**src/hw/rtc_cfg.svh**
```systemverilog
/*
 * Offsets, field positions, reset values and timing counts of the rail
 * trim controller. Definitions only; included by rtc_pkg.sv, rtc_top.sv and two of the three dv files.
 */
`ifndef RTC_CFG_SVH
`define RTC_CFG_SVH

`define RTC_ADDR_W          8
`define RTC_DATA_W          16
`define RTC_TRIM_W          8
`define RTC_MEAS_W          12
`define RTC_CHAN_W          4

// Per-channel block: byte address = channel * 8 + offset
`define RTC_OFF_CFG         3'h0
`define RTC_OFF_TRIM_INIT   3'h1
`define RTC_OFF_TRIM_HIGH   3'h2
`define RTC_OFF_TRIM_LOW    3'h3
`define RTC_OFF_TGT_NOM     3'h4
`define RTC_OFF_TGT_HIGH    3'h5
`define RTC_OFF_TGT_LOW     3'h6
`define RTC_OFF_STAT        3'h7

// Global registers
`define RTC_GLB_CTRL        8'h80
`define RTC_GLB_CMD         8'h81
`define RTC_GLB_STAT        8'h82

// Field positions
`define RTC_CFG_MODE_LSB    0
`define RTC_CFG_DIGITAL_BIT 2
`define RTC_CTRL_INIT_BIT   0
`define RTC_CMD_SEL_LSB     0
`define RTC_CMD_CHAN_LSB    4

// Reset values
`define RTC_TRIM_INIT_RST   8'h80
`define RTC_TRIM_HIGH_RST   8'hA0
`define RTC_TRIM_LOW_RST    8'h60
`define RTC_TGT_NOM_RST     12'h800
`define RTC_TGT_HIGH_RST    12'h880
`define RTC_TGT_LOW_RST     12'h780

// Timing: one control loop pass every 2000 us at 25000 kHz
`define RTC_CLK_KHZ         25000
`define RTC_SCAN_US         2000
`define RTC_SCAN_CYCLES     ((`RTC_SCAN_US * `RTC_CLK_KHZ) / 1000)

// PMBus OPERATION command and its data bytes
`define RTC_PMBUS_OPERATION 8'h01
`define RTC_OP_NOMINAL      8'h80
`define RTC_OP_MARGIN_LOW   8'h98
`define RTC_OP_MARGIN_HIGH  8'hA8

`endif

```
**src/hw/rtc_pkg.sv**
```systemverilog
/*
 * Types of the rail trim controller: modes, margin selections, loop states
 * and the packed carriers. Assumes rtc_cfg.svh for widths.
 */
`include "rtc_cfg.svh"

package rtc_pkg;

    typedef enum logic [1:0] {
        RTC_TRIM_OFF    = 2'h0,
        RTC_TRIM_OPEN   = 2'h1,
        RTC_TRIM_CLOSED = 2'h2
    } rtc_mode_type;

    typedef enum logic [1:0] {
        RTC_MARGIN_CENTER = 2'h0,
        RTC_MARGIN_HIGH   = 2'h1,
        RTC_MARGIN_LOW    = 2'h2
    } rtc_margin_type;

    typedef enum logic [1:0] {
        RTC_ST_HOLD  = 2'b01,
        RTC_ST_TRACK = 2'b10
    } rtc_loop_type;

    typedef struct packed {
        logic         digital_rail;
        rtc_mode_type mode;
    } rtc_chan_cfg_type;

    typedef struct packed {
        logic                    valid;
        logic [`RTC_CHAN_W-1:0]  chan;
        logic [7:0]              code;
        logic [7:0]              data;
    } rtc_pmbus_req_type;

endpackage

```
**src/hw/rtc_pwm.sv**
```systemverilog
/*
 * Free-running PWM used as a DAC for one trim channel.
 * Assumes an external low-pass filter turns the pulse train into a level.
 */
module rtc_pwm #(
    parameter int W = 8
) (
    input  wire logic         core_clk,
    input  wire logic         rst_n,
    input  wire logic [W-1:0] duty,
    output logic              pwm_out
);

    logic [W-1:0] count;

    // Duty of all ones gives (2^W-1)/2^W; a code of zero holds the pin low
    always_ff @(posedge core_clk or negedge rst_n) begin
        if (!rst_n) begin
            count   <= '0;
            pwm_out <= 1'b0;
        end else begin
            count   <= count + 1'b1;
            pwm_out <= (count < duty);
        end
    end

endmodule

```
**src/hw/rtc_top.sv**
```systemverilog
/*
 * Rail trim controller: per-channel PWM trim with disabled, open-loop and
 * closed-loop modes, margin commands and PMBus OPERATION for digital rails.
 * Assumes rail_meas and rails_powered come from logic on core_clk.
 */
`include "rtc_cfg.svh"

module rtc_top
    import rtc_pkg::*;
#(
    parameter int N           = 4,
    parameter int SCAN_CYCLES = `RTC_SCAN_CYCLES
) (
    input  wire logic                               core_clk,
    input  wire logic                               arst_n,
    input  wire logic [`RTC_ADDR_W-1:0]             reg_addr,
    input  wire logic [`RTC_DATA_W-1:0]             reg_wdata,
    input  wire logic                               reg_wr,
    input  wire logic                               reg_rd,
    output logic      [`RTC_DATA_W-1:0]             reg_rdata,
    input  wire logic [N-1:0][`RTC_MEAS_W-1:0]      rail_meas,
    input  wire logic                               rails_powered,
    output logic      [N-1:0]                       trim_pwm,
    output rtc_pkg::rtc_pmbus_req_type              pmbus_req
);
    import rtc_pkg::*;

    localparam int TW = `RTC_TRIM_W;
    localparam int MW = `RTC_MEAS_W;
    localparam int DW = `RTC_DATA_W;
    localparam int SW = $clog2(SCAN_CYCLES);

    function automatic logic is_chan(input logic [`RTC_ADDR_W-1:0] a);
        return !a[`RTC_ADDR_W-1];
    endfunction

    function automatic logic [`RTC_CHAN_W-1:0] chan_of(input logic [`RTC_ADDR_W-1:0] a);
        return a[6:3];
    endfunction

    function automatic logic [2:0] off_of(input logic [`RTC_ADDR_W-1:0] a);
        return a[2:0];
    endfunction

    // Reset release through two flops
    logic rst_meta;
    logic rst_n;

    always_ff @(posedge core_clk or negedge arst_n) begin
        if (!arst_n) begin
            rst_meta <= 1'b0;
            rst_n    <= 1'b0;
        end else begin
            rst_meta <= 1'b1;
            rst_n    <= rst_meta;
        end
    end

    // Loop pass divider
    logic [SW-1:0] scan_count;
    logic          scan_tick;

    always_ff @(posedge core_clk or negedge rst_n) begin
        if (!rst_n) begin
            scan_count <= '0;
            scan_tick  <= 1'b0;
        end else begin
            scan_tick  <= (scan_count == SW'(SCAN_CYCLES - 1));
            scan_count <= (scan_count == SW'(SCAN_CYCLES - 1)) ? '0 : scan_count + 1'b1;
        end
    end

    // Loop state: closed-loop adjustment waits for every sequenced rail
    rtc_loop_type loop_state;
    rtc_loop_type next_loop_state;

    always_comb begin
        next_loop_state = loop_state;
        unique case (loop_state)
            RTC_ST_HOLD:  if (rails_powered) next_loop_state = RTC_ST_TRACK;
            RTC_ST_TRACK: if (!rails_powered) next_loop_state = RTC_ST_HOLD;
            default:      next_loop_state = RTC_ST_HOLD;
        endcase
    end

    always_ff @(posedge core_clk or negedge rst_n) begin
        if (!rst_n) begin
            loop_state <= RTC_ST_HOLD;
        end else begin
            loop_state <= next_loop_state;
        end
    end

    // Decode of the register port
    wire                    wr_chan  = reg_wr && is_chan(reg_addr);
    wire [`RTC_CHAN_W-1:0]  wr_ch    = chan_of(reg_addr);
    wire [2:0]              wr_off   = off_of(reg_addr);
    wire                    init_hit = reg_wr && (reg_addr == `RTC_GLB_CTRL)
                                       && reg_wdata[`RTC_CTRL_INIT_BIT];
    wire                    cmd_wr   = reg_wr && (reg_addr == `RTC_GLB_CMD);
    wire [1:0]              cmd_raw  = reg_wdata[`RTC_CMD_SEL_LSB +: 2];
    wire [`RTC_CHAN_W-1:0]  cmd_ch   = reg_wdata[`RTC_CMD_CHAN_LSB +: `RTC_CHAN_W];
    // Selection code 3 is not a command and is dropped
    wire                    cmd_hit  = cmd_wr && (cmd_raw != 2'h3)
                                       && (int'(cmd_ch) < N);
    wire rtc_margin_type    cmd_sel  = rtc_margin_type'(cmd_raw);
    wire                    tracking = (loop_state == RTC_ST_TRACK);

    rtc_chan_cfg_type [N-1:0]       cfg;
    logic [N-1:0][TW-1:0]           trim_init;
    logic [N-1:0][TW-1:0]           trim_high;
    logic [N-1:0][TW-1:0]           trim_low;
    logic [N-1:0][MW-1:0]           tgt_nom;
    logic [N-1:0][MW-1:0]           tgt_high;
    logic [N-1:0][MW-1:0]           tgt_low;
    rtc_margin_type [N-1:0]         margin_sel;
    logic [N-1:0][TW-1:0]           trim_code;
    logic [N-1:0][MW-1:0]           target;
    logic [N-1:0][DW-1:0]           chan_word;

    genvar g;
    generate
        for (g = 0; g < N; g++) begin : gen_chan
            wire wr_me  = wr_chan && (int'(wr_ch) == g);
            wire cmd_me = cmd_hit && (int'(cmd_ch) == g);
            wire analog = !cfg[g].digital_rail;

            // Settings of this channel alone
            always_ff @(posedge core_clk or negedge rst_n) begin
                if (!rst_n) begin
                    cfg[g]       <= '{digital_rail: 1'b0, mode: RTC_TRIM_OFF};
                    trim_init[g] <= `RTC_TRIM_INIT_RST;
                    trim_high[g] <= `RTC_TRIM_HIGH_RST;
                    trim_low[g]  <= `RTC_TRIM_LOW_RST;
                    tgt_nom[g]   <= `RTC_TGT_NOM_RST;
                    tgt_high[g]  <= `RTC_TGT_HIGH_RST;
                    tgt_low[g]   <= `RTC_TGT_LOW_RST;
                end else if (wr_me) begin
                    unique case (wr_off)
                        `RTC_OFF_CFG: begin
                            cfg[g].mode         <= rtc_mode_type'(
                                reg_wdata[`RTC_CFG_MODE_LSB +: 2]);
                            cfg[g].digital_rail <= reg_wdata[`RTC_CFG_DIGITAL_BIT];
                        end
                        `RTC_OFF_TRIM_INIT: trim_init[g] <= reg_wdata[TW-1:0];
                        `RTC_OFF_TRIM_HIGH: trim_high[g] <= reg_wdata[TW-1:0];
                        `RTC_OFF_TRIM_LOW:  trim_low[g]  <= reg_wdata[TW-1:0];
                        `RTC_OFF_TGT_NOM:   tgt_nom[g]   <= reg_wdata[MW-1:0];
                        `RTC_OFF_TGT_HIGH:  tgt_high[g]  <= reg_wdata[MW-1:0];
                        `RTC_OFF_TGT_LOW:   tgt_low[g]   <= reg_wdata[MW-1:0];
                        default: ;
                    endcase
                end
            end

            always_ff @(posedge core_clk or negedge rst_n) begin
                if (!rst_n) begin
                    margin_sel[g] <= RTC_MARGIN_CENTER;
                end else if (cmd_me) begin
                    margin_sel[g] <= cmd_sel;
                end
            end

            assign target[g] = (margin_sel[g] == RTC_MARGIN_HIGH) ? tgt_high[g] :
                               (margin_sel[g] == RTC_MARGIN_LOW)  ? tgt_low[g]  :
                                                                     tgt_nom[g];

            // Disabled and digital rails never reach these branches
            always_ff @(posedge core_clk or negedge rst_n) begin
                if (!rst_n) begin
                    trim_code[g] <= `RTC_TRIM_INIT_RST;
                end else if (cfg[g].mode == RTC_TRIM_OFF || !analog) begin
                    trim_code[g] <= trim_code[g];
                end else if (init_hit) begin
                    trim_code[g] <= trim_init[g];
                end else if (cfg[g].mode == RTC_TRIM_OPEN) begin
                    if (cmd_me && cmd_sel == RTC_MARGIN_HIGH) begin
                        trim_code[g] <= trim_high[g];
                    end else if (cmd_me && cmd_sel == RTC_MARGIN_LOW) begin
                        trim_code[g] <= trim_low[g];
                    end
                end else if (cfg[g].mode == RTC_TRIM_CLOSED && tracking && scan_tick) begin
                    // One sample per pass against the selected target
                    if (rail_meas[g] > target[g] && trim_code[g] != {TW{1'b1}}) begin
                        trim_code[g] <= trim_code[g] + 1'b1;
                    end else if (rail_meas[g] < target[g] && trim_code[g] != '0) begin
                        trim_code[g] <= trim_code[g] - 1'b1;
                    end
                end
            end

            rtc_pwm #(
                .W        (TW)
            ) u_pwm (
                .core_clk (core_clk),
                .rst_n    (rst_n),
                .duty     (trim_code[g]),
                .pwm_out  (trim_pwm[g])
            );

            assign chan_word[g] =
                (off_of(reg_addr) == `RTC_OFF_CFG)       ? DW'({cfg[g].digital_rail,
                                                               cfg[g].mode}) :
                (off_of(reg_addr) == `RTC_OFF_TRIM_INIT) ? DW'(trim_init[g]) :
                (off_of(reg_addr) == `RTC_OFF_TRIM_HIGH) ? DW'(trim_high[g]) :
                (off_of(reg_addr) == `RTC_OFF_TRIM_LOW)  ? DW'(trim_low[g])  :
                (off_of(reg_addr) == `RTC_OFF_TGT_NOM)   ? DW'(tgt_nom[g])   :
                (off_of(reg_addr) == `RTC_OFF_TGT_HIGH)  ? DW'(tgt_high[g])  :
                (off_of(reg_addr) == `RTC_OFF_TGT_LOW)   ? DW'(tgt_low[g])   :
                                                           DW'({margin_sel[g], trim_code[g]});
        end
    endgenerate

    // Read path: channel blocks beyond N and unmapped globals read zero
    wire [`RTC_CHAN_W-1:0] rd_ch   = chan_of(reg_addr);
    wire                   rd_chan = is_chan(reg_addr) && (int'(rd_ch) < N);
    wire [DW-1:0]          glb_word =
        (reg_addr == `RTC_GLB_STAT) ? DW'({rails_powered, loop_state}) : '0;
    wire [DW-1:0]          rd_word = rd_chan ? chan_word[rd_ch] : glb_word;

    always_ff @(posedge core_clk or negedge rst_n) begin
        if (!rst_n) begin
            reg_rdata <= '0;
        end else begin
            reg_rdata <= reg_rd ? rd_word : '0;
        end
    end

    // Digital rails not in RTC_TRIM_OFF: a margin command becomes one OPERATION request
    wire    cmd_digital = cmd_hit && cfg[cmd_ch].digital_rail
                          && (cfg[cmd_ch].mode != RTC_TRIM_OFF);
    wire [7:0] op_data  = (cmd_sel == RTC_MARGIN_HIGH) ? `RTC_OP_MARGIN_HIGH :
                          (cmd_sel == RTC_MARGIN_LOW)  ? `RTC_OP_MARGIN_LOW  :
                                                         `RTC_OP_NOMINAL;

    always_ff @(posedge core_clk or negedge rst_n) begin
        if (!rst_n) begin
            pmbus_req <= '0;
        end else begin
            pmbus_req.valid <= cmd_digital;
            if (cmd_digital) begin
                pmbus_req.chan <= cmd_ch;
                pmbus_req.code <= `RTC_PMBUS_OPERATION;
                pmbus_req.data <= op_data;
            end
        end
    end

endmodule

```
**config.mk**
```make
export PLATFORM = sky130hd
export DESIGN_NAME = rtc_top
export DESIGN_NICKNAME = d
export VERILOG_FILES = /design/src/hw/rtc_pkg.sv /design/src/hw/rtc_pwm.sv /design/src/hw/rtc_top.sv
export VERILOG_INCLUDE_DIRS = /design/src /design/src/hw
export SDC_FILE = /design/constraint.sdc
export NUM_CORES = 1
export LEC_CHECK = 0
export BUFFER_PORTS_ARGS = -buffer_cell sky130_fd_sc_hd__clkbuf_2
export CORE_ASPECT_RATIO = 0.9
export CORE_MARGIN = 1.5
export CORE_UTILIZATION = 40
export DETAILED_ROUTE_END_ITERATION = 10
export GPL_TIMING_DRIVEN = 0
export HOLD_SLACK_MARGIN = 0.15
export PLACE_DENSITY = 0.64
export SLEW_MARGIN = 5
export SYNTH_ARGS = -nofsm -noshare
export SYNTH_HDL_FRONTEND = slang
export SYNTH_HIERARCHICAL = 1
export SYNTH_SLANG_ARGS = --single-unit
```
**constraint.sdc**
```tcl
create_clock -name core_clk -period 10.15 [get_ports core_clk]
set_input_delay 0.5075 -clock core_clk [delete_from_list [all_inputs] [get_ports core_clk]]
set_output_delay 0.5075 -clock core_clk [all_outputs]
set_load 0.02 [all_outputs]
```
==> reports/metrics.yaml <==
global_routing:
  grt_use_total_pct: 29.6
  grt_pass1_vias: 19000
  overflow: 0
  antenna_found_initial: 5
  grt_first_pass_wirelength_mm: 127
  grt_max_degree: 70
timing:
  min_period_ps: 5530
  tightestPinTransition_ps: 1260
  finalSetupTns_ps: 0
  max_slew_margin_pct: 15.4
  hold_viol: 0
  post-route-period-util_pct: 54.5
  fmax_mhz: 181
  rsz0062_at_grt: "no"
  drv_slew: 0
  setup_viol: 0
  finalClockSkew_ps: 21.8
routing:
  firstDrtPassIters: 5
  via_per_inst: 6.10
  wl_per_cell_um: 26.9
  ant_nets: 0
  num_vias: 19500
  wirelength_mm: 86.2
  drc: 0
  drt-initial-drc-count: 1972
clock_network:
  cts_resized: 0
  cts_tree: "built"
  htreeDepth: 2
  clock_path_buffers: 3
  cts_setup_buffers: 0
  path_clk_slew_ps: 60
  clock_latency_ps: 590
  clock_sinks: 370
  cts-root-buf: "clkbuf_16"
  cts_buffers: 44
synthesis:
  yosys.area.top_type: "dfrtp_1"
  seq_area_frac_synth_pct: 41.0
  synth-seq-cells: 370
  avgSynthCellArea_um2: 10.1
  synth_flop_cell: "dfrtp_1"
  synth_edf_count: 0
  async_flop_share_pct: 100
  ys.warnings.count: 6
  ys_types: 83
  synth_area_um2: 22700
  synth_area_leaders: "dfrtp_1, mux2_2, ha_1, dfstp_2, mux2i_1"
  synthCells: 2249
  synth_top_area_share_pct: 34.9
pwr:
  p_leak_nw: 11.6
  max-vdd-ir-drop_uv: 106
  power.density_nw_per_um2: 150
  p_total_mw: 3.89
place:
  dp_hpwl_mm: 63.4
  globalplace.congestion: 1.02
  io_buffers: 96
final_layout:
  final_cell_mix: "dfrtp_1, nand2_1, mux2_2"
  finish.net_count: 2606
  antennaDiodeCount: 0
  final_layout_size_suffix_gt1_share_pct: 24.1
  area_growth_pct: 14.2
  final_common_cell: "dfrtp_1"
flow_run:
  cap_viol_max_count: 0
floorplanning:
  start_util_pct: 40.7
  die-area_um2: 58300
  dieWidth_um: 254
  core_area_um2: 55900
  ioPinCount: 118
  row_count: 82
  fp.dieH_um: 229
setup_path:
  r2r_cells: 18
  crit_fanout: 10
  worstSetupPathType: "reg -> reg"
  cp.arrival_ps: 6020
  regToRegStartpoint: "margin_sel[3]$_DFFE_PN0P_"
  reg2reg_to: "trim_code[14]$_DFFE_PN0P_"
  critPathLaunch: "margin_sel[3]$_DFFE_PN0P_"
  crit_path_end_kind: "register"
  crit_required_ps: 10640
  start_kind: "register"
  ff2ff_setup_slack_ps: 4620
worst_hold_path:
  hp-class: "in -> reg"
  holdPathEnd: "tgt_low[44]$_DFFE_PN1P_"
  worstHoldStart: "reg_wdata[8]"
  worstHoldPathCells: 2
outcome:
  status: "completed"
routing by layer:
metal	global-route usage, %	vias to the layer above	part of all wire (%)
met4	11.3	2	4.2
met2	44.0	973	43
li1	-	8459	-
met1	41.4	9890	42
met3	7.33	208	10
met5	0	-	0.015
registers in the layout, summed over array words and instances, names as in the netlist:
| signal | cells |
|---|---|
| gen_chan.u_pwm/pwm_out | 4 |
| scan_tick | 1 |
| tgt_low | 48 |
| rst_meta | 1 |
| tgt_nom | 48 |
| trim_init | 32 |
| pmbus_req | 9 |
| margin_sel | 8 |
| gen_chan.u_pwm/count | 32 |
| rst_n | 1 |
| loop_state | 2 |
| trim_low | 32 |
| trim_code | 32 |
| trim_high | 32 |
| cfg | 12 |
| scan_count | 16 |
| tgt_high | 48 |
| reg_rdata | 12 |
critical path, stage by stage, from the launching register on:
cell and delay, ps:
dfrtp_1 320, clkbuf_1 410, buf_1 670, mux2_2 410, o21ai_0 260, ha_1 320
and4_1 250, nand3_1 110, o211ai_1 100, a21oi_1 550, inv_1 340, fa_1 480
a21o_1 170, a21oi_1 210, o21ai_0 110, a21oi_1 180, xnor2_1 200, o211ai_1 120
a31oi_1 220
Yosys cell counts, types with 5 or more instances:
cell type    n
or2_2        5
dfrtp_1    317
nor2_1     126
nor3_2       5
a221oi_1    10
buf_4       20
nand2_1    241
a21oi_1    147
and3_1       5
a21o_1      11
ha_1       113
nor3_1      21
mux2i_1    110
o21bai_1     8
buf_2       23
inv_1       63
nor4_1      13
xor2_1      34
mux4_2      29
nand4_1     23
a22oi_1      8
nand3_2      7
nor2b_1     29
a221o_1      6
and4_1       7
xnor2_1     24
a31oi_1     10
mux2_2     238
nand2b_1    15
o31ai_1      5
o211ai_1    24
o21ai_0    211
a211oi_1    28
buf_1       18
nand3_1     50
dfstp_2     53
nand2_2      8
o22ai_1     15
clkbuf_1    84
layout make-up:
cell class              count  area, µm²
plain buffers             147        671
clock buffers              63       1260
clock inverters            17        315
fillers                  5269      29900
inverters                  65        244
multi-input cells        1681      12600
flip-flops and latches    370       9330
well taps                 756        946
repair buffers            103        656
logic make-up (layout without fill, tap and decap cells):
kind of cell             Yosys count  after routing  synth area share (%)
AND/OR/NAND/NOR                  585            585                  12.5
AO/OA/AOI/OAI                    523            523                  13.7
multiplexers                     380            380                  19.7
flip-flops                       370            370                  41.0
buffers and inverters            212            395                  4.02
adder cells (fa/ha/maj)          117            117                  6.57
XOR/XNOR                          60             60                  2.43
other                              2             16                0.0330
how the worst max path moves through the flow:
stage | slack (ps) | depth (start not counted) | endpoint
detailed placement | 4740 | 18 | trim_code[31]$_DFFE_PN1P_
global route | 4420 | 18 | trim_code[31]$_DFFE_PN1P_
floorplan | 4160 | 0 | cfg[0]$_DFFE_PN0P_
global placement | 1880 | 0 | trim_init[1]$_DFFE_PN0P_
finish | 4620 | 18 | trim_code[14]$_DFFE_PN0P_
CTS | 4740 | 18 | trim_code[31]$_DFFE_PN1P_
repair_timing:
| item | in CTS | in global routing |
|---|---|---|
| setup endpoints to repair | 0 | 0 |
| hold buffers | 1 | 0 |
| endpoints found under the hold margin | 2 | 0 |
through the flow:
step | instance area [µm²] | std cells | utilization [%] | worst slack, ps | hold slack [ps]
2_1_floorplan | 22800 | 2263 | - | 4160 | 212
3_3_place_gp | 24200 | 3115 | 43.3 | 1880 | 293
3_5_place_dp | 24400 | 3121 | 43.6 | 4740 | 298
4_1_cts | 26000 | 3202 | 46.5 | 4740 | 185
5_1_grt | 26000 | 3202 | 46.5 | 4420 | 205
6_report | 26000 | 3202 | 46.5 | 4620 | 192
power by group:
part | switching [mW] | leakage, nW | internal [mW] | total [mW]
registers | 0.0724 | 4.81 | 1.54 | 1.61
logic | 0.314 | 6.03 | 0.189 | 0.504
clock network | 0.677 | 0.769 | 1.09 | 1.77
(Power assumes the default switching activity.)
